**config.mk**
```make
export PLATFORM = sky130hd
export DESIGN_NAME = mbra_core
export DESIGN_NICKNAME = d
export VERILOG_FILES = /design/src/core/mbra_pkg.sv /design/src/core/mbra_scan_clock.sv /design/src/core/mbra_core.sv
export SDC_FILE = /design/constraint.sdc
export NUM_CORES = 1
export LEC_CHECK = 0
export BUFFER_PORTS_ARGS = -buffer_cell sky130_fd_sc_hd__buf_4
export CORE_ASPECT_RATIO = 0.5
export CORE_MARGIN = 2
export CORE_UTILIZATION = 55
export CTS_CLUSTER_DIAMETER = 150
export CTS_CLUSTER_SIZE = 25
export DETAILED_ROUTE_END_ITERATION = 16
export GPL_TIMING_DRIVEN = 0
export PLACE_DENSITY = 0.76
export RECOVER_POWER = 50
export REMOVE_ABC_BUFFERS = 1
export SLEW_MARGIN = 30
export SYNTH_ARGS = -nofsm -noshare
export SYNTH_HDL_FRONTEND = slang
export SYNTH_SLANG_ARGS = --single-unit
```
**constraint.sdc**
```tcl
create_clock -name CLK_SYS -period 9.2 [get_ports CLK_SYS]
set_input_delay 0.92 -clock CLK_SYS [delete_from_list [all_inputs] [get_ports CLK_SYS]]
set_output_delay 0.92 -clock CLK_SYS [all_outputs]
set_load 0.01 [all_outputs]
```
**src/core/mbra_pkg.sv**
```systemverilog
package mbra_pkg;
    localparam logic [15:0] MBRA_AIN_BASE = 16'h0000;
    localparam logic [15:0] MBRA_AIN_LAST = 16'h01FD;
    localparam logic [15:0] MBRA_TEST_ADDR = 16'hD73C;
    localparam logic [31:0] MBRA_TEST_VALUE = 32'h00112233;
    localparam logic [15:0] MBRA_PATH_READ_BUF = 16'hECEC;
    localparam logic [15:0] MBRA_FILE_WRITE_BUF = 16'hECEE;
    localparam logic [15:0] MBRA_PATH_READ_LEN = 16'hECF0;
    localparam logic [15:0] MBRA_FILE_WRITE_LEN = 16'hECF2;
    localparam logic [15:0] MBRA_STREAM_ENABLE = 16'h1000;
    localparam logic [15:0] MBRA_SCAN_DIV = 16'h1002;
    localparam logic [15:0] MBRA_SCAN_LIMIT = 16'h1004;
    localparam logic [15:0] MBRA_TRIG_ENABLE = 16'h1006;
    localparam logic [15:0] MBRA_SCAN_COUNT = 16'h1008;
    localparam logic [15:0] MBRA_SCAN_LIST_LEN = 16'h100A;
    localparam int MBRA_BUF_DEPTH = 8;
    localparam logic [15:0] MBRA_SCAN_DIV_RESET = 16'h0064;
    localparam logic [15:0] MBRA_EXCEPTION = 16'hFFFF;
    localparam logic [15:0] MBRA_BYTES_PER_WORD = 16'h0002;
    localparam logic [7:0] MBRA_LIST_LEN_RESET = 8'h01;
    typedef enum logic [1:0] {MBRA_IDLE, MBRA_ARMED, MBRA_RUN} mbra_state_t;
endpackage

```
**src/core/mbra_scan_clock.sv**
```systemverilog
`timescale 1ns/1ps
module mbra_scan_clock
    import mbra_pkg::*;
(
    input wire logic clk,
    input wire logic rst_n,
    input wire logic run,
    input wire logic [15:0] divisor,
    output logic tick
);
    typedef struct packed {
        logic [15:0] cnt;
        logic tick;
    } mbra_div_t;
    mbra_div_t s_q, s_d;

    // Emits one pulse every divisor cycles while running, at a constant rate.
    always_comb begin
        s_d = s_q;
        s_d.tick = 1'b0;
        if (!run) begin
            s_d.cnt = 16'h0000;
        end else if (s_q.cnt + 16'h0001 >= divisor) begin
            s_d.cnt = 16'h0000;
            s_d.tick = 1'b1;
        end else begin
            s_d.cnt = s_q.cnt + 16'h0001;
        end
    end

    always_ff @(posedge clk or negedge rst_n) begin
        if (!rst_n) begin
            s_q <= '0;
        end else begin
            s_q <= s_d;
        end
    end

    assign tick = s_q.tick;
endmodule

```
**src/core/mbra_core.sv**
```systemverilog
// Operation
// - Packet address decoded as is, no offset.
// - One flat map, any type anywhere.
// - Single word returned MSB then LSB.
// - Two-word values return high word first.
// - Test register reads constant 0x00112233.
// - Families step one or two addresses.
// - Buffer read repeats single address, no spill.
// - Buffer write consumes each word in order up to the set length.
// - Buffers only sequential; writing a buffer's length rewinds it to the start.
// - Scan list sampled after each scan pulse that arrives between scans.
// - Stream runs continuously until stopped.
// - Only one stream session at once.
// - Stream blocks analog reads, serves others.
// - Optional scan count ends stream automatically.
// - Optional trigger holds off first scan.
`timescale 1ns/1ps
module mbra_core
    import mbra_pkg::*;
(
    input wire logic CLK_SYS,
    input wire logic RESETN,
    input wire logic REQ_VALID,
    input wire logic REQ_WRITE,
    input wire logic [15:0] REQ_ADDR,
    input wire logic [15:0] REQ_WDATA,
    input wire logic [31:0] AIN_DATA,
    input wire logic [7:0] PATH_BYTE_IN,
    input wire logic TRIGGER,
    output logic [7:0] AIN_CHANNEL,
    output logic RSP_VALID,
    output logic [15:0] RSP_DATA,
    output logic RSP_ERROR,
    output logic SAMPLE_STROBE,
    output logic [7:0] SAMPLE_INDEX,
    output logic STREAM_ACTIVE,
    output logic [7:0] PATH_READ_INDEX,
    output logic FILE_WRITE_VALID,
    output logic [15:0] FILE_WRITE_DATA
);
    typedef struct packed {
        mbra_state_t st;
        logic [15:0] scan_div;
        logic [15:0] scan_limit;
        logic trig_en;
        logic [15:0] scan_count;
        logic [7:0] list_len;
        logic [7:0] list_pos;
        logic sampling;
        logic [15:0] path_len;
        logic [15:0] path_ptr;
        logic [15:0] wr_len;
        logic [15:0] wr_ptr;
        logic [7:0] ain_ch;
        logic rsp_valid;
        logic [15:0] rsp_data;
        logic rsp_error;
        logic smp;
        logic [7:0] smp_idx;
        logic active;
        logic [7:0] path_idx;
        logic fw_valid;
        logic [15:0] fw_data;
    } mbra_core_t;
    mbra_core_t r_q, r_d;
    logic scan_tick;

    // Selects the requested half of a 32-bit value; even address is the high word.
    function automatic logic [15:0] word_of(input logic [31:0] v, input logic low_half);
        word_of = low_half ? v[15:0] : v[31:16];
    endfunction

    mbra_scan_clock u_scan_clock (
        .clk(CLK_SYS),
        .rst_n(RESETN),
        .run(r_q.st == MBRA_RUN),
        .divisor(r_q.scan_div),
        .tick(scan_tick)
    );

    always_comb begin
        r_d = r_q;
        r_d.rsp_valid = 1'b0;
        r_d.rsp_error = 1'b0;
        r_d.smp = 1'b0;
        r_d.fw_valid = 1'b0;
        r_d.ain_ch = REQ_ADDR[8:1];
        case (r_q.st)
            MBRA_ARMED: begin
                if (!r_q.trig_en || TRIGGER) begin
                    r_d.st = MBRA_RUN;
                end
            end
            MBRA_RUN: begin
                // A tick inside a running scan is dropped; a scan must fit in one period.
                if (scan_tick && !r_q.sampling) begin
                    r_d.sampling = 1'b1;
                    r_d.list_pos = 8'h00;
                end
                if (r_q.sampling) begin
                    r_d.smp = 1'b1;
                    r_d.smp_idx = r_q.list_pos;
                    if (r_q.list_pos + 8'h01 >= r_q.list_len) begin
                        r_d.sampling = 1'b0;
                        r_d.scan_count = r_q.scan_count + 16'h0001;
                        if (r_q.scan_limit != 16'h0000
                            && r_q.scan_count + 16'h0001 >= r_q.scan_limit) begin
                            r_d.st = MBRA_IDLE;
                        end
                    end else begin
                        r_d.list_pos = r_q.list_pos + 8'h01;
                    end
                end
            end
            default: begin
                r_d.sampling = 1'b0;
            end
        endcase
        if (REQ_VALID) begin
            r_d.rsp_valid = 1'b1;
            r_d.rsp_data = 16'h0000;
            // Addresses compared directly with the packet value.
            if (REQ_WRITE) begin
                case (REQ_ADDR)
                    MBRA_STREAM_ENABLE: begin
                        if (REQ_WDATA[0] && r_q.st == MBRA_IDLE) begin
                            r_d.st = MBRA_ARMED;
                            r_d.scan_count = 16'h0000;
                        end else if (!REQ_WDATA[0]) begin
                            r_d.st = MBRA_IDLE;
                        end else begin
                            r_d.rsp_error = 1'b1;
                        end
                    end
                    MBRA_SCAN_DIV: r_d.scan_div = REQ_WDATA;
                    MBRA_SCAN_LIMIT: r_d.scan_limit = REQ_WDATA;
                    MBRA_TRIG_ENABLE: r_d.trig_en = REQ_WDATA[0];
                    MBRA_SCAN_LIST_LEN: r_d.list_len = REQ_WDATA[7:0];
                    MBRA_PATH_READ_LEN: begin
                        r_d.path_len = REQ_WDATA;
                        r_d.path_ptr = 16'h0000;
                    end
                    MBRA_FILE_WRITE_LEN: begin
                        r_d.wr_len = REQ_WDATA;
                        r_d.wr_ptr = 16'h0000;
                    end
                    MBRA_FILE_WRITE_BUF: begin
                        // Each word within the set length goes out in order through one address.
                        if (r_q.wr_ptr + MBRA_BYTES_PER_WORD <= r_q.wr_len) begin
                            r_d.fw_valid = 1'b1;
                            r_d.fw_data = REQ_WDATA;
                            r_d.wr_ptr = r_q.wr_ptr + MBRA_BYTES_PER_WORD;
                        end else begin
                            r_d.rsp_error = 1'b1;
                        end
                    end
                    default: r_d.rsp_error = 1'b1;
                endcase
            end else begin
                if (REQ_ADDR <= MBRA_AIN_LAST) begin
                    if (r_q.st != MBRA_IDLE) begin
                        r_d.rsp_error = 1'b1;
                    end else begin
                        r_d.rsp_data = word_of(AIN_DATA, REQ_ADDR[0]);
                    end
                end else begin
                    case (REQ_ADDR)
                        MBRA_TEST_ADDR, MBRA_TEST_ADDR + 16'h0001:
                            r_d.rsp_data = word_of(MBRA_TEST_VALUE, REQ_ADDR[0]);
                        MBRA_PATH_READ_BUF: begin
                            // Buffer reads never advance into the next address.
                            r_d.rsp_data = {PATH_BYTE_IN, 8'h00};
                            r_d.path_idx = r_q.path_ptr[7:0];
                            r_d.path_ptr = r_q.path_ptr + 16'h0001;
                        end
                        MBRA_STREAM_ENABLE: r_d.rsp_data = {15'h0000, r_q.st != MBRA_IDLE};
                        MBRA_SCAN_DIV: r_d.rsp_data = r_q.scan_div;
                        MBRA_SCAN_LIMIT: r_d.rsp_data = r_q.scan_limit;
                        MBRA_TRIG_ENABLE: r_d.rsp_data = {15'h0000, r_q.trig_en};
                        MBRA_SCAN_COUNT: r_d.rsp_data = r_q.scan_count;
                        MBRA_SCAN_LIST_LEN: r_d.rsp_data = {8'h00, r_q.list_len};
                        MBRA_PATH_READ_LEN: r_d.rsp_data = r_q.path_len;
                        MBRA_FILE_WRITE_LEN: r_d.rsp_data = r_q.wr_len;
                        default: begin
                            r_d.rsp_error = 1'b1;
                            r_d.rsp_data = MBRA_EXCEPTION;
                        end
                    endcase
                end
            end
        end
        r_d.active = (r_d.st != MBRA_IDLE);
    end

    // Reset leaves the stream idle, with the default divisor and a one-entry scan list.
    always_ff @(posedge CLK_SYS or negedge RESETN) begin
        if (!RESETN) begin
            r_q <= '0;
            r_q.st <= MBRA_IDLE;
            r_q.scan_div <= MBRA_SCAN_DIV_RESET;
            r_q.list_len <= MBRA_LIST_LEN_RESET;
        end else begin
            r_q <= r_d;
        end
    end

    // Data word is big-endian on the wire: RSP_DATA[15:8] leaves first.
    assign RSP_VALID = r_q.rsp_valid;
    assign RSP_DATA = r_q.rsp_data;
    assign RSP_ERROR = r_q.rsp_error;
    assign AIN_CHANNEL = r_q.ain_ch;
    assign SAMPLE_STROBE = r_q.smp;
    assign SAMPLE_INDEX = r_q.smp_idx;
    assign STREAM_ACTIVE = r_q.active;
    assign PATH_READ_INDEX = r_q.path_idx;
    assign FILE_WRITE_VALID = r_q.fw_valid;
    assign FILE_WRITE_DATA = r_q.fw_data;

    // The bench owns the request side; checks watch the block's outputs, plus r_q in chk_write_consume, chk_no_idle_sample, chk_trig_hold, chk_write_refused.
    chk_test_high: assert property (@(posedge CLK_SYS) disable iff (!RESETN)
        REQ_VALID && !REQ_WRITE && REQ_ADDR == MBRA_TEST_ADDR
        |=> RSP_DATA == 16'h0011) else $error("test high word wrong");
    chk_test_low: assert property (@(posedge CLK_SYS) disable iff (!RESETN)
        REQ_VALID && !REQ_WRITE && REQ_ADDR == MBRA_TEST_ADDR + 16'h0001
        |=> RSP_DATA == 16'h2233) else $error("test low word wrong");
    chk_ain_blocked: assert property (@(posedge CLK_SYS) disable iff (!RESETN)
        REQ_VALID && !REQ_WRITE && REQ_ADDR <= MBRA_AIN_LAST && STREAM_ACTIVE
        |=> RSP_ERROR) else $error("analog read served during stream");
    chk_ain_channel: assert property (@(posedge CLK_SYS) disable iff (!RESETN)
        REQ_VALID |=> AIN_CHANNEL == $past(REQ_ADDR[8:1])) else $error("channel map");
    chk_second_start: assert property (@(posedge CLK_SYS) disable iff (!RESETN)
        REQ_VALID && REQ_WRITE && REQ_ADDR == MBRA_STREAM_ENABLE && REQ_WDATA[0]
        && STREAM_ACTIVE |=> RSP_ERROR) else $error("second stream accepted");
    chk_len_rewind: assert property (@(posedge CLK_SYS) disable iff (!RESETN)
        REQ_VALID && REQ_WRITE && REQ_ADDR == MBRA_PATH_READ_LEN ##1
        REQ_VALID && !REQ_WRITE && REQ_ADDR == MBRA_PATH_READ_BUF
        |=> PATH_READ_INDEX == 8'h00) else $error("pointer not rewound");
    chk_buf_advance: assert property (@(posedge CLK_SYS) disable iff (!RESETN)
        REQ_VALID && !REQ_WRITE && REQ_ADDR == MBRA_PATH_READ_BUF ##1
        REQ_VALID && !REQ_WRITE && REQ_ADDR == MBRA_PATH_READ_BUF
        |=> PATH_READ_INDEX == $past(PATH_READ_INDEX) + 8'h01) else $error("buffer order");
    chk_write_consume: assert property (@(posedge CLK_SYS) disable iff (!RESETN)
        REQ_VALID && REQ_WRITE && REQ_ADDR == MBRA_FILE_WRITE_BUF
        && r_q.wr_ptr + MBRA_BYTES_PER_WORD <= r_q.wr_len
        |=> FILE_WRITE_VALID && FILE_WRITE_DATA == $past(REQ_WDATA)) else $error("write lost");
    chk_no_idle_sample: assert property (@(posedge CLK_SYS) disable iff (!RESETN)
        r_q.st == MBRA_IDLE |=> !SAMPLE_STROBE) else $error("idle sample");
    chk_unmapped: assert property (@(posedge CLK_SYS) disable iff (!RESETN)
        REQ_VALID && !REQ_WRITE && REQ_ADDR == 16'hFFFF |=> RSP_ERROR) else $error("unmapped");
    chk_exception_data: assert property (@(posedge CLK_SYS) disable iff (!RESETN)
        REQ_VALID && !REQ_WRITE && REQ_ADDR == 16'hFFFF
        |=> RSP_DATA == MBRA_EXCEPTION) else $error("unmapped read data");
    chk_rsp_follows: assert property (@(posedge CLK_SYS) disable iff (!RESETN)
        REQ_VALID |=> RSP_VALID) else $error("request not answered");
    chk_rsp_quiet: assert property (@(posedge CLK_SYS) disable iff (!RESETN)
        !REQ_VALID |=> !RSP_VALID && !RSP_ERROR) else $error("answer without request");
    chk_ain_served: assert property (@(posedge CLK_SYS) disable iff (!RESETN)
        REQ_VALID && !REQ_WRITE && REQ_ADDR <= MBRA_AIN_LAST && !STREAM_ACTIVE
        |=> !RSP_ERROR && RSP_DATA == ($past(REQ_ADDR[0]) ? $past(AIN_DATA[15:0])
        : $past(AIN_DATA[31:16]))) else $error("analog word order");
    chk_stream_start: assert property (@(posedge CLK_SYS) disable iff (!RESETN)
        REQ_VALID && REQ_WRITE && REQ_ADDR == MBRA_STREAM_ENABLE && REQ_WDATA[0]
        && !STREAM_ACTIVE
        |=> STREAM_ACTIVE && !RSP_ERROR) else $error("stream not started");
    chk_stream_stop: assert property (@(posedge CLK_SYS) disable iff (!RESETN)
        REQ_VALID && REQ_WRITE && REQ_ADDR == MBRA_STREAM_ENABLE && !REQ_WDATA[0]
        |=> !STREAM_ACTIVE && !RSP_ERROR) else $error("stream not stopped");
    chk_trig_hold: assert property (@(posedge CLK_SYS) disable iff (!RESETN)
        r_q.st == MBRA_ARMED && r_q.trig_en && !TRIGGER
        && !(REQ_VALID && REQ_WRITE && REQ_ADDR == MBRA_STREAM_ENABLE)
        |=> r_q.st == MBRA_ARMED && !SAMPLE_STROBE) else $error("trigger hold-off broken");
    chk_write_refused: assert property (@(posedge CLK_SYS) disable iff (!RESETN)
        REQ_VALID && REQ_WRITE && REQ_ADDR == MBRA_FILE_WRITE_BUF
        && r_q.wr_ptr + MBRA_BYTES_PER_WORD > r_q.wr_len
        |=> RSP_ERROR && !FILE_WRITE_VALID) else $error("write beyond length");
    chk_write_rewind: assert property (@(posedge CLK_SYS) disable iff (!RESETN)
        REQ_VALID && REQ_WRITE && REQ_ADDR == MBRA_FILE_WRITE_LEN
        && REQ_WDATA >= MBRA_BYTES_PER_WORD ##1 REQ_VALID && REQ_WRITE
        && REQ_ADDR == MBRA_FILE_WRITE_BUF
        |=> FILE_WRITE_VALID) else $error("write not rewound");
    chk_index_step: assert property (@(posedge CLK_SYS) disable iff (!RESETN)
        SAMPLE_STROBE ##1 SAMPLE_STROBE
        |-> SAMPLE_INDEX == $past(SAMPLE_INDEX) + 8'h01) else $error("scan list order");
    chk_index_first: assert property (@(posedge CLK_SYS) disable iff (!RESETN)
        $rose(SAMPLE_STROBE) |-> SAMPLE_INDEX == 8'h00) else $error("scan not from first entry");
    chk_buf_no_spill: assert property (@(posedge CLK_SYS) disable iff (!RESETN)
        REQ_VALID && !REQ_WRITE && REQ_ADDR == MBRA_PATH_READ_BUF
        |=> !RSP_ERROR && RSP_DATA == {$past(PATH_BYTE_IN), 8'h00}) else $error("buffer spilled");

    cov_trigger_start: cover property (@(posedge CLK_SYS) disable iff (!RESETN)
        r_q.st == MBRA_ARMED && r_q.trig_en && TRIGGER);
    cov_stream_start: cover property (@(posedge CLK_SYS) disable iff (!RESETN)
        $rose(STREAM_ACTIVE));
    cov_sample: cover property (@(posedge CLK_SYS) disable iff (!RESETN) SAMPLE_STROBE);
    cov_auto_stop: cover property (@(posedge CLK_SYS) disable iff (!RESETN)
        $fell(STREAM_ACTIVE) && r_q.scan_limit != 16'h0000);
    cov_file_write: cover property (@(posedge CLK_SYS) disable iff (!RESETN) FILE_WRITE_VALID);
endmodule

```
==> metrics.txt, run 1 <==
# TYPE chip_impl_metric gauge
chip_impl_info{name="cts_root_buf",value="sky130_fd_sc_hd__clkbuf_16"} 1
chip_impl_metric{name="grt_pass1_vias",unit=""} 9250
chip_impl_metric{name="post_drt_via_cell_ratio",unit=""} 6.222
chip_impl_metric{name="placement.setup.worst_slack",unit="ns"} 4.478
chip_impl_metric{name="crit_arrival",unit="ns"} 5.48
chip_impl_metric{name="post_drt_wl_per_cell",unit="µm"} 20.87
chip_impl_metric{name="synth.yosys.seq_area_share",unit=""} 0.4180
chip_impl_info{name="tritoncts_clock_tree",value="built"} 1
chip_impl_info{name="synth.largest_area_cell",value="sky130_fd_sc_hd__dfrtp_1"} 1
chip_impl_metric{name="synthesis.instances",unit=""} 1220
chip_impl_info{name="synth.area.top_cells",value="sky130_fd_sc_hd__dfrtp_1, sky130_fd_sc_hd__mux2_2, sky130_fd_sc_hd__ha_1"} 1
chip_impl_info{name="crit_path_top_delay_cell",value="sky130_fd_sc_hd__clkbuf_1"} 1
chip_impl_metric{name="drtAntennaViolNets",unit=""} 0
chip_impl_metric{name="postSynthRegisterBits",unit=""} 201
chip_impl_metric{name="totalNegativeSetupSlack",unit="ns"} 0
chip_impl_metric{name="synth_edf_count",unit=""} 0
chip_impl_metric{name="final-hold-violation-count",unit=""} 0
chip_impl_info{name="critical_path.top_delay_family",value="buffers and inverters"} 1
chip_impl_metric{name="nNetsFinal",unit=""} 1404
chip_impl_metric{name="grt_first_pass_wirelength",unit="µm"} 50730
chip_impl_metric{name="cts.repair_timing.setup_buffer_count",unit=""} 0
chip_impl_info{name="cp_cell_sequence",value="clkbuf_1, clkbuf_1"} 1
chip_impl_metric{name="post_synth_num_cell_types",unit=""} 79
chip_impl_metric{name="cap_violations",unit=""} 2
chip_impl_metric{name="grt_total_ovfl",unit=""} 0
chip_impl_info{name="min-delay-path-class",value="reg2reg"} 1
chip_impl_metric{name="post-layout-total-power",unit="mW"} 1.800
chip_impl_metric{name="synth_area",unit="µm²"} 12050
chip_impl_metric{name="fp.dieH",unit="µm"} 108.6
chip_impl_info{name="ys_top_cells_by_count",value="sky130_fd_sc_hd__dfrtp_1, sky130_fd_sc_hd__nand2_1, sky130_fd_sc_hd__mux2_2"} 1
chip_impl_metric{name="min_delay_path_depth",unit=""} 2
chip_impl_metric{name="p_per_area",unit="nW/µm²"} 137.3
chip_impl_info{name="commonest_register_cell_after_synthesis",value="sky130_fd_sc_hd__dfrtp_1"} 1
chip_impl_metric{name="critical_path.max_fanout",unit=""} 60
chip_impl_metric{name="cts-root-to-sink-buffers",unit=""} 3
chip_impl_metric{name="gr-usage-met2",unit=""} 0.4283
chip_impl_metric{name="grt_max_degree",unit=""} 89
chip_impl_info{name="crit-reg2reg-capture",value="FILE_WRITE_DATA[2]$_DFFE_PN0P_"} 1
chip_impl_metric{name="async_set_reset_flop_share_out_of_synthesis",unit=""} 1.000
chip_impl_metric{name="timing.slew.headroom",unit=""} -1.193
chip_impl_metric{name="final_routed_drc_violation_total",unit=""} 0
chip_impl_info{name="failed_checks",value="capacitance limit, slew limit"} 1
chip_impl_metric{name="power.leakage",unit="nW"} 6.217
chip_impl_metric{name="ios",unit=""} 138
chip_impl_metric{name="max_slew.worst_pin.slew",unit="ns"} 3.290
chip_impl_metric{name="final_layout_size_suffix_gt1_frac",unit=""} 0.1918
chip_impl_info{name="crit_path_end_kind",value="async pin"} 1
chip_impl_info{name="rsz0062_at_grt",value="no"} 1
chip_impl_metric{name="insertedDiodeCount",unit=""} 0
chip_impl_metric{name="total_half_perimeter_wirelength_after_legalization_and_detailed_placement",unit="µm"} 24670
chip_impl_metric{name="initialDrtViolationCount",unit=""} 1114
chip_impl_info{name="status",value="finished with violations"} 1
chip_impl_metric{name="coreArea",unit="µm²"} 21590
chip_impl_info{name="critical-path-top-cell-by-count",value="sky130_fd_sc_hd__clkbuf_1"} 1
chip_impl_metric{name="slowest_delay",unit="ns"} 2.28
chip_impl_metric{name="timing.final.max_slew_violations",unit=""} 116
chip_impl_metric{name="path_clk_slew",unit="ns"} 0.09
chip_impl_metric{name="clock_skew",unit="ns"} 0.03635
chip_impl_metric{name="fin_crit",unit="ns"} 5.582
chip_impl_metric{name="drt_first_pass_iters",unit=""} 7
chip_impl_metric{name="met3_usage",unit=""} 0.07287
chip_impl_info{name="worstSetupPathType",value="in2async"} 1
chip_impl_metric{name="start_util",unit=""} 0.5580
chip_impl_metric{name="cts_inserted_buffers",unit=""} 12
chip_impl_metric{name="grtUsageMet1",unit=""} 0.4099
chip_impl_metric{name="fp.dieW",unit="µm"} 213.3
chip_impl_metric{name="post_cts.resized_instances",unit=""} 0
chip_impl_info{name="critical_path.reg2reg.startpoint",value="r_q[62]$_DFFE_PN0P_"} 1
chip_impl_metric{name="numClockSinks",unit=""} 201
chip_impl_metric{name="max_clock_freq",unit="MHz"} 179.2
chip_impl_metric{name="worst_slack",unit="ns"} 3.618
chip_impl_info{name="startpoint_of_the_lowest_slack_hold_path",value="r_q[109]$_DFFE_PN0P_"} 1
chip_impl_metric{name="portBuffers",unit=""} 137
chip_impl_metric{name="power.ir.vdd_worst",unit="µV"} 96.90
chip_impl_metric{name="setup-violations-final",unit=""} 0
chip_impl_info{name="grt-busiest-layer",value="met2"} 1
chip_impl_metric{name="worstRegToRegCells",unit=""} 13
chip_impl_metric{name="full_die_area",unit="µm²"} 23170
chip_impl_metric{name="clk_latency",unit="ns"} 0.48
chip_impl_metric{name="antenna_violations_before_repair",unit=""} 1
chip_impl_metric{name="wl",unit="µm"} 32700
chip_impl_metric{name="place_congestion",unit=""} 0.9735
chip_impl_metric{name="final_min_period_over_clock_period",unit=""} 0.6067
chip_impl_metric{name="hold_buffers",unit=""} 0
chip_impl_metric{name="synth_top_area_frac",unit=""} 0.4093
chip_impl_metric{name="placementRows",unit=""} 38
chip_impl_metric{name="synth-warning-count",unit=""} 0
chip_impl_info{name="start_kind",value="input pin"} 1
chip_impl_info{name="worst_hold_path.endpoint",value="r_q[109]$_DFFE_PN0P_"} 1
chip_impl_metric{name="grt_util_all_layers",unit=""} 0.2830
chip_impl_metric{name="htreeDepth",unit=""} 1
chip_impl_metric{name="via_count",unit=""} 9750
chip_impl_metric{name="critPathBufInv",unit=""} 2
chip_impl_info{name="synth.most_common_cell",value="sky130_fd_sc_hd__dfrtp_1"} 1
chip_impl_metric{name="syn-mean-instance-area",unit="µm²"} 9.873
chip_impl_metric{name="setup.reg_to_reg.worst_slack",unit="ns"} 4.75
chip_impl_metric{name="critPathRequiredTime",unit="ns"} 9.10
chip_impl_metric{name="layout-area-overhead-vs-synth",unit="%"} 8.808
[worst max path at each step]
| stage | from | to | cells after the start |
|---|---|---|---|
| floorplan | r_q[62]$_DFFE_PN0P_ | FILE_WRITE_DATA[0]$_DFFE_PN0P_ | 13 |
| global placement | r_q[62]$_DFFE_PN0P_ | FILE_WRITE_DATA[15]$_DFFE_PN0P_ | 13 |
| detailed placement | r_q[62]$_DFFE_PN0P_ | r_q[68]$_DFFE_PN0P_ | 13 |
| CTS | r_q[62]$_DFFE_PN0P_ | r_q[68]$_DFFE_PN0P_ | 13 |
| global route | RESETN | r_q[113]$_DFFE_PN0P_ | 2 |
| finish | RESETN | r_q[113]$_DFFE_PN0P_ | 2 |
[state kept, by name, indices dropped and copies added, names as in the netlist]
| name | cells |
|---|---|
| RSP_VALID | 1 |
| AIN_CHANNEL | 8 |
| u_scan_clock.tick | 1 |
| SAMPLE_INDEX | 8 |
| u_scan_clock.s_q | 16 |
| RSP_DATA | 16 |
| r_q | 123 |
| STREAM_ACTIVE | 1 |
| SAMPLE_STROBE | 1 |
| FILE_WRITE_VALID | 1 |
| FILE_WRITE_DATA | 16 |
| PATH_READ_INDEX | 8 |
| RSP_ERROR | 1 |
[where the power goes]
| part | internal (mW) | switching [mW] |
|---|---|---|
| clock | 0.266 | 0.311 |
| sequential | 0.914 | 0.0382 |
| combinational | 0.101 | 0.170 |
[final cells by class]
cell class                      count  area [µm²]
Inverter                           71       266.5
Fill cell                        1861        8479
Sequential cell                   201        5035
Multi-Input combinational cell    835        6092
Clock buffer                       16       336.6
Clock inverter                      1       30.03
Tap cell                          300       375.4
Timing Repair Buffer              143       970.9
[layer usage]
metal  part of all wire  up-vias
met5            0.00037        -
met1               0.44     4833
met2               0.43      387
met3               0.10       65
li1                   -     4463
met4              0.022        2
[through the flow]
stage / std cells / hold slack [ns] / instance area (µm²) / util
4_1_cts: 1567 / 0.3827 / 13240 / 0.6132
6_report: 1567 / 0.4850 / 13110 / 0.6072
2_1_floorplan: 1107 / 0.4417 / 11350 / -
3_3_place_gp: 1544 / 0.4591 / 12760 / 0.5909
3_5_place_dp: 1550 / 0.4628 / 12870 / 0.5962
5_1_grt: 1567 / 0.5102 / 13110 / 0.6072
[cells by family after synthesis]
family / after synthesis / share of synthesized area
buffers and inverters: 184 / 0.07967
adder cells (fa/ha/maj): 63 / 0.06544
AND/OR/NAND/NOR: 400 / 0.1769
AO/OA/AOI/OAI: 234 / 0.1424
multiplexers: 85 / 0.07905
flip-flops: 201 / 0.4180
XOR/XNOR: 53 / 0.03854
[layout by cell type (no fill, tap or decap), drive strengths merged, types with 5 or more instances in the layout]
master and n:
nand2b 10, a22o 13, inv 70, o31ai 19
and2 6, or4 10, and3 19, o311ai 8
a21oi 29, nand2 142, ha 63, clkbuf 48
a222oi 16, nand4 18, a22oi 27, mux2 81
a211oi 6, a41o 6, nor2b 18, buf 111
xnor2 31, nand3 46, o21ai 44, o41ai 5
nor4 26, a31oi 9, nor2 50, xor2 22
dfrtp 197, nor3 18, a21o 16, o211ai 6
and3b 8, or2 6
Note: power is estimated with default switching activity, not from simulation.
==> inputs of run 2 (changes only) <==
--- a/config.mk
+++ b/config.mk
@@ -5,15 +5,16 @@
 export SDC_FILE = /design/constraint.sdc
 export NUM_CORES = 1
 export LEC_CHECK = 0
+export ABC_AREA = 1
 export BUFFER_PORTS_ARGS = -buffer_cell sky130_fd_sc_hd__buf_4
 export CORE_ASPECT_RATIO = 0.5
 export CORE_MARGIN = 2
-export CORE_UTILIZATION = 55
+export CORE_UTILIZATION = 54
 export CTS_CLUSTER_DIAMETER = 150
 export CTS_CLUSTER_SIZE = 25
 export DETAILED_ROUTE_END_ITERATION = 16
 export GPL_TIMING_DRIVEN = 0
-export PLACE_DENSITY = 0.76
+export PLACE_DENSITY = 0.77
 export RECOVER_POWER = 50
 export REMOVE_ABC_BUFFERS = 1
 export SLEW_MARGIN = 30
==> constraint.sdc (replaced) <==
create_clock -name CLK_SYS -period 4.9 [get_ports CLK_SYS]
set_input_delay 0.49 -clock CLK_SYS [delete_from_list [all_inputs] [get_ports CLK_SYS]]
set_output_delay 0.49 -clock CLK_SYS [all_outputs]
set_load 0.01 [all_outputs]
==> run 2 against run 1 <==
Net effect: the run still ends with capacitance limit, slew limit left; sequential share of layout area barely moved; synthesized area rose by 0.56%; sequential power rose by 89%; setup slack got worse by 2.7 ns; combinational power rose by 130%; clock skew rose by 0.0034 ns; synthesized cell count rose by 27%; first-iteration DRC count rose by 0.36%; critical path depth rose by 17; total power rose by 95%; die area rose by 2.4%; count of clock-buffer cells in the layout rose by 3; critical path type is now reg2reg; critical endpoint is now r_q[76]$_DFFE_PN0P_; largest cell class unchanged; highest routed layer is now met4.
==> metrics.txt, run 2 <==
# TYPE chip_impl_metric gauge
chip_impl_metric{name="final_routed_drc_violation_total",unit=""} 0
chip_impl_info{name="rsz0062_at_grt",value="no"} 1
chip_impl_metric{name="place.detailed.instances",unit=""} 1896
chip_impl_metric{name="swShare",unit=""} 0.3047
chip_impl_metric{name="clock_skew",unit="ns"} 0.03974
chip_impl_metric{name="final_min_period_over_clock_period",unit=""} 0.8164
chip_impl_metric{name="full_die_area",unit="µm²"} 23720
chip_impl_info{name="highest_count_cells_in_the_layout_ignoring_fill_and_taps",value="sky130_fd_sc_hd__nand2_1, sky130_fd_sc_hd__inv_1, sky130_fd_sc_hd__dfrtp_1"} 1
chip_impl_metric{name="grt_max_degree",unit=""} 86
chip_impl_metric{name="synth_area",unit="µm²"} 12110
chip_impl_metric{name="power.leakage",unit="nW"} 6.341
chip_impl_metric{name="via_count",unit=""} 10693
chip_impl_metric{name="p_per_area",unit="nW/µm²"} 267.6
chip_impl_metric{name="timing.slew.headroom",unit=""} -0.3677
chip_impl_metric{name="post-layout-total-power",unit="mW"} 3.508
chip_impl_metric{name="total_half_perimeter_wirelength_after_legalization_and_detailed_placement",unit="µm"} 26710
chip_impl_info{name="synth.most_common_cell",value="sky130_fd_sc_hd__nand2_1"} 1
chip_impl_metric{name="power.ir.vdd_worst",unit="µV"} 243.8
chip_impl_metric{name="fp.dieH",unit="µm"} 109.9
chip_impl_metric{name="power.switching",unit="mW"} 1.069
chip_impl_metric{name="hold_buffers",unit=""} 1
chip_impl_metric{name="synthesis.instances",unit=""} 1554
chip_impl_info{name="status",value="finished with violations"} 1
chip_impl_metric{name="final-hold-violation-count",unit=""} 0
chip_impl_metric{name="layout-area-overhead-vs-synth",unit="%"} 8.222
chip_impl_metric{name="place_congestion",unit=""} 1.011
chip_impl_info{name="cp-endpoint",value="r_q[76]$_DFFE_PN0P_"} 1
chip_impl_metric{name="setup.reg_to_reg.worst_slack",unit="ns"} 0.90
chip_impl_metric{name="critical_path.max_fanout",unit=""} 43
chip_impl_metric{name="max_slew.worst_pin.slew",unit="ns"} 2.052
chip_impl_info{name="failed_checks",value="capacitance limit, slew limit"} 1
chip_impl_info{name="synth.area.top_cells",value="sky130_fd_sc_hd__dfrtp_1, sky130_fd_sc_hd__nand2_1, sky130_fd_sc_hd__ha_1"} 1
chip_impl_info{name="cts_root_buf",value="sky130_fd_sc_hd__clkbuf_16"} 1
chip_impl_metric{name="placementRows",unit=""} 38
chip_impl_metric{name="cts-root-to-sink-buffers",unit=""} 3
chip_impl_metric{name="nFillCells",unit=""} 2011
chip_impl_info{name="max_flop_register",value="r_q"} 1
chip_impl_info{name="critical_path.startpoint",value="r_q[62]$_DFFE_PN0P_"} 1
chip_impl_metric{name="grt_first_pass_wirelength",unit="µm"} 54110
chip_impl_metric{name="postSynthRegisterBits",unit=""} 201
chip_impl_metric{name="final_layout_size_suffix_gt1_frac",unit=""} 0.08472
chip_impl_metric{name="syn-mean-instance-area",unit="µm²"} 7.795
chip_impl_metric{name="synth-warning-count",unit=""} 0
chip_impl_metric{name="post_synth_num_cell_types",unit=""} 52
chip_impl_metric{name="start_util",unit=""} 0.5550
chip_impl_info{name="tritoncts_clock_tree",value="built"} 1
chip_impl_metric{name="htreeDepth",unit=""} 1
chip_impl_metric{name="final-instance-count-excl-fill",unit=""} 1917
chip_impl_metric{name="synth.yosys.seq_area_share",unit=""} 0.4157
chip_impl_metric{name="post_cts.resized_instances",unit=""} 0
chip_impl_info{name="startpoint_of_the_lowest_slack_hold_path",value="REQ_ADDR[7]"} 1
chip_impl_metric{name="fp.dieW",unit="µm"} 215.8
chip_impl_metric{name="cts.repair_timing.setup_buffer_count",unit=""} 0
chip_impl_metric{name="clk_latency",unit="ns"} 0.49
chip_impl_info{name="layout.cells.most_common",value="sky130_fd_sc_hd__nand2_1"} 1
chip_impl_metric{name="cts_inserted_buffers",unit=""} 12
chip_impl_metric{name="drtAntennaViolNets",unit=""} 0
chip_impl_metric{name="initialDrtViolationCount",unit=""} 1118
chip_impl_metric{name="coreArea",unit="µm²"} 21820
chip_impl_metric{name="synth_edf_count",unit=""} 0
chip_impl_metric{name="fin_crit",unit="ns"} 4.000
chip_impl_metric{name="grt_total_ovfl",unit=""} 0
chip_impl_metric{name="ios",unit=""} 138
chip_impl_metric{name="drt_first_pass_iters",unit=""} 5
chip_impl_metric{name="critPathRequiredTime",unit="ns"} 5.28
chip_impl_metric{name="insertedDiodeCount",unit=""} 0
chip_impl_metric{name="post_drt_wl_per_cell",unit="µm"} 17.92
chip_impl_metric{name="setup-violations-final",unit=""} 0
chip_impl_metric{name="path_clk_slew",unit="ns"} 0.10
chip_impl_info{name="critical_path.reg2reg.startpoint",value="r_q[62]$_DFFE_PN0P_"} 1
chip_impl_metric{name="synth_top_area_frac",unit=""} 0.4070
chip_impl_metric{name="nNetsFinal",unit=""} 1751
chip_impl_info{name="crit-reg2reg-capture",value="r_q[76]$_DFFE_PN0P_"} 1
chip_impl_metric{name="share_clk_of_total_power",unit=""} 0.310
chip_impl_metric{name="portBuffers",unit=""} 137
chip_impl_info{name="start_kind",value="flop"} 1
chip_impl_metric{name="post_drt_via_cell_ratio",unit=""} 5.578
chip_impl_metric{name="worstRegToRegCells",unit=""} 19
chip_impl_metric{name="grt_util_all_layers",unit=""} 0.2946
chip_impl_metric{name="grt_pass1_vias",unit=""} 10010
chip_impl_metric{name="totalNegativeSetupSlack",unit="ns"} 0
chip_impl_metric{name="wl",unit="µm"} 34350
chip_impl_metric{name="cell_internal_pwr",unit="mW"} 2.439
chip_impl_metric{name="antenna_violations_before_repair",unit=""} 0
chip_impl_info{name="min-delay-path-class",value="in2reg"} 1
chip_impl_info{name="worstSetupPathType",value="reg2reg"} 1
chip_impl_metric{name="fin_util",unit=""} 0.6007
chip_impl_metric{name="pwr-share-comb",unit=""} 0.177
chip_impl_info{name="synth.largest_area_cell",value="sky130_fd_sc_hd__dfrtp_1"} 1
chip_impl_metric{name="timing.final.max_slew_violations",unit=""} 37
chip_impl_metric{name="crit_arrival",unit="ns"} 4.38
chip_impl_info{name="ys_top_cells_by_count",value="sky130_fd_sc_hd__nand2_1, sky130_fd_sc_hd__inv_1, sky130_fd_sc_hd__dfrtp_1"} 1
chip_impl_info{name="commonest_register_cell_after_synthesis",value="sky130_fd_sc_hd__dfrtp_1"} 1
chip_impl_metric{name="numClockSinks",unit=""} 201
chip_impl_metric{name="max_clock_freq",unit="MHz"} 250.0
chip_impl_info{name="crit_path_end_kind",value="flop"} 1
chip_impl_metric{name="cap_violations",unit=""} 1
chip_impl_metric{name="sequentialPowerShare",unit=""} 0.513
chip_impl_metric{name="async_set_reset_flop_share_out_of_synthesis",unit=""} 1.000
chip_impl_metric{name="number_of_flip_flops_in_the_largest_register",unit=""} 123
-- run 2: worst min path at each step --
stage	cells after the start	endpoint
2_1_floorplan	0	AIN_CHANNEL[0]$_DFF_PN0_
3_3_place_gp	2	r_q[111]$_DFFE_PN0P_
3_5_place_dp	1	r_q[74]$_DFFE_PN0P_
4_1_cts	1	AIN_CHANNEL[6]$_DFF_PN0_
5_1_grt	1	AIN_CHANNEL[4]$_DFF_PN0_
6_report	1	AIN_CHANNEL[6]$_DFF_PN0_
-- run 2: kinds of logic after synthesis --
family / Yosys count / synth area share
compound gates: 251 / 0.1118
xor+xnor: 45 / 0.03254
fa+ha+maj: 63 / 0.06508
buf+inv: 305 / 0.1151
flops: 201 / 0.4157
mux: 10 / 0.009297
simple gates: 679 / 0.2506
-- run 2: final cells by class --
cell class                      instances  area, µm²  area share
Clock inverter                          1      30.03    0.002291
Clock buffer                           19      347.8     0.02653
Multi-Input combinational cell       1048       5709      0.4355
Inverter                              207      777.0     0.05927
Tap cell                              300      375.4     0.02863
Sequential cell                       201       5035      0.3841
Timing Repair Buffer                  141      834.6     0.06366
-- run 2: stage by stage --
stage,instance area (µm²),worst slack [ns],hold WS [ns]
6_report,13110,0.8996,0.1592
3_5_place_dp,13020,0.9711,0.3772
2_1_floorplan,11500,1.480,0.1944
5_1_grt,13110,0.5107,0.1663
3_3_place_gp,12900,-0.2136,0.4666
4_1_cts,13400,0.9207,0.1206
-- run 2: power by group through the flow --
stage | sequential (mW) | clock, mW | combinational [mW]
5_1_grt | 1.81 | 1.18 | 0.705
6_report | 1.80 | 1.09 | 0.620
3_5_place_dp | 1.83 | 0 | 0.643
4_1_cts | 1.80 | 1.11 | 0.646
2_1_floorplan | 1.82 | 0 | 0.365
3_3_place_gp | 1.83 | 0 | 0.617
-- run 2: metal layers --
metal  routed length [µm]  global-route usage  share of wire
met5                    0                   0              0
met4                  552             0.05369          0.016
met3                 3319             0.07054          0.097
met2                14300              0.4449           0.42
met1                16180              0.4344           0.47
-- run 2: worst max-delay path, stage by stage (launching register included) --
cell                      delay [ns]
sky130_fd_sc_hd__dfrtp_1        0.41
sky130_fd_sc_hd__ha_1           0.21
sky130_fd_sc_hd__nand3_1        0.12
sky130_fd_sc_hd__inv_1          0.08
sky130_fd_sc_hd__nand3_1        0.10
sky130_fd_sc_hd__nor2_1         0.26
sky130_fd_sc_hd__nand2_1        0.13
sky130_fd_sc_hd__nor3b_1        0.25
sky130_fd_sc_hd__xor2_1         0.20
sky130_fd_sc_hd__inv_1          0.07
sky130_fd_sc_hd__ha_1           0.30
sky130_fd_sc_hd__nand4_1        0.12
sky130_fd_sc_hd__nor3_1         0.26
sky130_fd_sc_hd__nand2_1        0.09
sky130_fd_sc_hd__nand2_1        0.12
sky130_fd_sc_hd__nand2_1        0.08
sky130_fd_sc_hd__nand2_2        0.58
sky130_fd_sc_hd__inv_1          0.30
sky130_fd_sc_hd__nand2_1        0.14
sky130_fd_sc_hd__nand2_1        0.06
==> inputs of run 3 (changes only) <==
==> constraint.sdc (replaced) <==
create_clock -name CLK_SYS -period 3.4 [get_ports CLK_SYS]
set_input_delay 0.34 -clock CLK_SYS [delete_from_list [all_inputs] [get_ports CLK_SYS]]
set_output_delay 0.34 -clock CLK_SYS [all_outputs]
set_load 0.01 [all_outputs]
==> run 3 against run 2 <==
Net effect: the flow still finishes with violations (capacitance limit, slew limit); total power is 47% higher; global-route usage grew 0.56 points; count of clock-buffer cells in the layout unchanged; fmax increased by 24%; combinational power rose by 61%; critical endpoint is now FILE_WRITE_DATA[2]$_DFFE_PN0P_; largest cell class unchanged.
==> metrics.txt, run 3 (same netlist as run 2, synthesis figures left out) <==
# TYPE chip_impl_metric gauge
chip_impl_metric{name="grt_pass1_vias",unit=""} 10094
chip_impl_metric{name="ios",unit=""} 138
chip_impl_metric{name="numClockSinks",unit=""} 201
chip_impl_metric{name="timing.slew.headroom",unit=""} -0.3693
chip_impl_metric{name="critical_path.max_fanout",unit=""} 6
chip_impl_metric{name="placementRows",unit=""} 38
chip_impl_metric{name="initialDrtViolationCount",unit=""} 1027
chip_impl_metric{name="cts_inserted_buffers",unit=""} 12
chip_impl_metric{name="start_util",unit=""} 0.5550
chip_impl_info{name="layout.cells.most_common",value="sky130_fd_sc_hd__nand2_1"} 1
chip_impl_info{name="highest_count_cells_in_the_layout_ignoring_fill_and_taps",value="sky130_fd_sc_hd__nand2_1, sky130_fd_sc_hd__inv_1, sky130_fd_sc_hd__dfrtp_1"} 1
chip_impl_metric{name="post_drt_wl_per_cell",unit="µm"} 18.38
chip_impl_metric{name="post_drt_via_cell_ratio",unit=""} 5.608
chip_impl_metric{name="final-hold-violation-count",unit=""} 0
chip_impl_metric{name="final_routed_drc_violation_total",unit=""} 0
chip_impl_info{name="rsz0062_at_grt",value="yes"} 1
chip_impl_info{name="crit_path_end_kind",value="flop"} 1
chip_impl_metric{name="drtAntennaViolNets",unit=""} 0
chip_impl_info{name="max_flop_register",value="r_q"} 1
chip_impl_metric{name="cap_violations",unit=""} 1
chip_impl_metric{name="power.leakage",unit="nW"} 6.509
chip_impl_metric{name="worstRegToRegCells",unit=""} 19
chip_impl_info{name="tritoncts_clock_tree",value="built"} 1
chip_impl_metric{name="setup-violations-final",unit=""} 0
chip_impl_metric{name="clk_latency",unit="ns"} 0.49
chip_impl_metric{name="layout-area-overhead-vs-synth",unit="%"} 12.37
chip_impl_info{name="worstSetupPathType",value="reg2reg"} 1
chip_impl_metric{name="grt_util_all_layers",unit=""} 0.3002
chip_impl_metric{name="htreeDepth",unit=""} 1
chip_impl_metric{name="timing.final.max_slew_violations",unit=""} 37
chip_impl_metric{name="portBuffers",unit=""} 137
chip_impl_metric{name="coreArea",unit="µm²"} 21820
chip_impl_metric{name="place.detailed.instances",unit=""} 1896
chip_impl_metric{name="min_delay_path_depth",unit=""} 1
chip_impl_metric{name="max_clock_freq",unit="MHz"} 309.2
chip_impl_metric{name="antenna_violations_before_repair",unit=""} 0
chip_impl_metric{name="number_of_flip_flops_in_the_largest_register",unit=""} 123
chip_impl_metric{name="critPathRequiredTime",unit="ns"} 3.77
chip_impl_metric{name="dpl-instance-area",unit="µm²"} 13020
chip_impl_metric{name="totalNegativeSetupSlack",unit="ns"} 0
chip_impl_metric{name="nNetsFinal",unit=""} 1780
chip_impl_info{name="crit_path_top_delay_cell",value="sky130_fd_sc_hd__dfrtp_1"} 1
chip_impl_metric{name="drt_first_pass_iters",unit=""} 6
chip_impl_metric{name="grt_max_degree",unit=""} 86
chip_impl_info{name="cp_cell_sequence",value="ha_4, nand3_2, inv_1, nand3_2, nor2_4, nand4_1, nor2_1, nand2_1, xnor2_1, ha_1, a21oi_1, o21ai_0, nor2_1, nand2_2, nand2_2, nand2_8, buf_4, nand2_1, o21ai_1"} 1
chip_impl_metric{name="crit_arrival",unit="ns"} 3.60
chip_impl_metric{name="full_die_area",unit="µm²"} 23720
chip_impl_info{name="start_kind",value="flop"} 1
chip_impl_metric{name="place_congestion",unit=""} 1.011
chip_impl_info{name="status",value="finished with violations"} 1
chip_impl_info{name="cts_root_buf",value="sky130_fd_sc_hd__clkbuf_16"} 1
chip_impl_metric{name="via_count",unit=""} 10913
chip_impl_metric{name="fin_crit",unit="ns"} 3.234
chip_impl_metric{name="wl",unit="µm"} 35760
chip_impl_metric{name="final_layout_size_suffix_gt1_frac",unit=""} 0.1160
chip_impl_metric{name="insertedDiodeCount",unit=""} 0
chip_impl_metric{name="grt_total_ovfl",unit=""} 0
chip_impl_info{name="min-delay-path-class",value="in2reg"} 1
chip_impl_metric{name="worst_hold_slack",unit="ns"} 0.08298
chip_impl_metric{name="power.ir.vdd_worst",unit="µV"} 371.4
chip_impl_metric{name="final-instance-count-excl-fill",unit=""} 1946
chip_impl_metric{name="path_clk_slew",unit="ns"} 0.10
chip_impl_metric{name="finalInstanceArea",unit="µm²"} 13610
chip_impl_metric{name="fin_util",unit=""} 0.6237
chip_impl_metric{name="cts-root-to-sink-buffers",unit=""} 3
chip_impl_metric{name="final_min_period_over_clock_period",unit=""} 0.9512
chip_impl_metric{name="clock_skew",unit="ns"} 0.03574
chip_impl_metric{name="grt_first_pass_wirelength",unit="µm"} 54960
chip_impl_metric{name="p_per_area",unit="nW/µm²"} 379.8
chip_impl_metric{name="max_slew.worst_pin.slew",unit="ns"} 2.054
chip_impl_metric{name="slowest_delay",unit="ns"} 0.44
chip_impl_metric{name="fp.dieW",unit="µm"} 215.8
chip_impl_info{name="failed_checks",value="capacitance limit, slew limit"} 1
chip_impl_metric{name="fp.dieH",unit="µm"} 109.9
chip_impl_metric{name="total_half_perimeter_wirelength_after_legalization_and_detailed_placement",unit="µm"} 26710
-- run 3: final cells by class --
| type | count | area, µm² |
|---|---|---|
| sequential | 201 | 5036 |
| inverter | 207 | 784.5 |
| fill | 1952 | 8212 |
| clock inverter | 1 | 30.03 |
| timing repair inverter | 1 | 7.507 |
| multi-input combinational | 1051 | 5962 |
| timing repair buffer | 166 | 1069 |
| clock buffer | 19 | 347.8 |
| tap | 300 | 375.4 |
-- run 3: repair_timing --
item	CTS	global route
endpoints found under the setup margin	37	68
endpoints found under the hold margin	40	0
cloned	2	2
gates resized for setup	10	39
setup buffers	0	21
hold buffers	5	0
pin swaps	1	20
-- run 3: worst paths after layout --
path                                         startpoint                        endpoint  slack (ns)
worst max-delay path                r_q[63]$_DFFE_PN0P_  FILE_WRITE_DATA[2]$_DFFE_PN0P_        0.17
worst min-delay path                        REQ_ADDR[4]        AIN_CHANNEL[3]$_DFF_PN0_        0.08
worst max register to register      r_q[63]$_DFFE_PN0P_  FILE_WRITE_DATA[2]$_DFFE_PN0P_        0.17
worst min register to register  RSP_DATA[7]$_DFFE_PN0P_         RSP_DATA[7]$_DFFE_PN0P_        0.49
max in group asynchronous                        RESETN  PATH_READ_INDEX[4]$_DFFE_PN0P_        0.82
min in group asynchronous                        RESETN             r_q[73]$_DFFE_PN0P_        0.97
-- run 3: power breakdown --
group / internal, mW / total (mW) / switching [mW] / leakage [nW]
registers: 2.49 / 2.60 / 0.109 / 2.66
clock network: 0.731 / 1.57 / 0.842 / 0.179
logic: 0.349 / 0.996 / 0.647 / 3.67
total: 3.57 / 5.17 / 1.60 / 6.51
-- run 3: worst max-delay path, delay by kind of cell (launching register included) --
family | cells | cell delay (ns)
and+or+nand+nor | 11 | 1.36
adders and majority gates | 2 | 0.48
DFF | 1 | 0.44
AOI/OAI and AO/OA | 3 | 0.31
buffers and inverters | 2 | 0.30
xor gates and xnor gates | 1 | 0.22
-- run 3: metrics by stage --
| stage | power [mW] | worst slack [ns] |
|---|---|---|
| after floorplan | 3.150 | -0.02043 |
| after global placement | 3.524 | -1.564 |
| after detailed placement | 3.564 | -0.5289 |
| after CTS | 5.127 | 0.009098 |
| after global routing | 5.419 | -0.05227 |
| final | 5.170 | 0.1660 |
-- run 3: layer usage --
layer,part of all wire,vias up,global-route usage
li1,-,5180,-
met1,0.46,5217,0.4406
met2,0.42,467,0.4534
met3,0.10,49,0.07331
met4,0.017,0,0.05764
met5,0,-,0
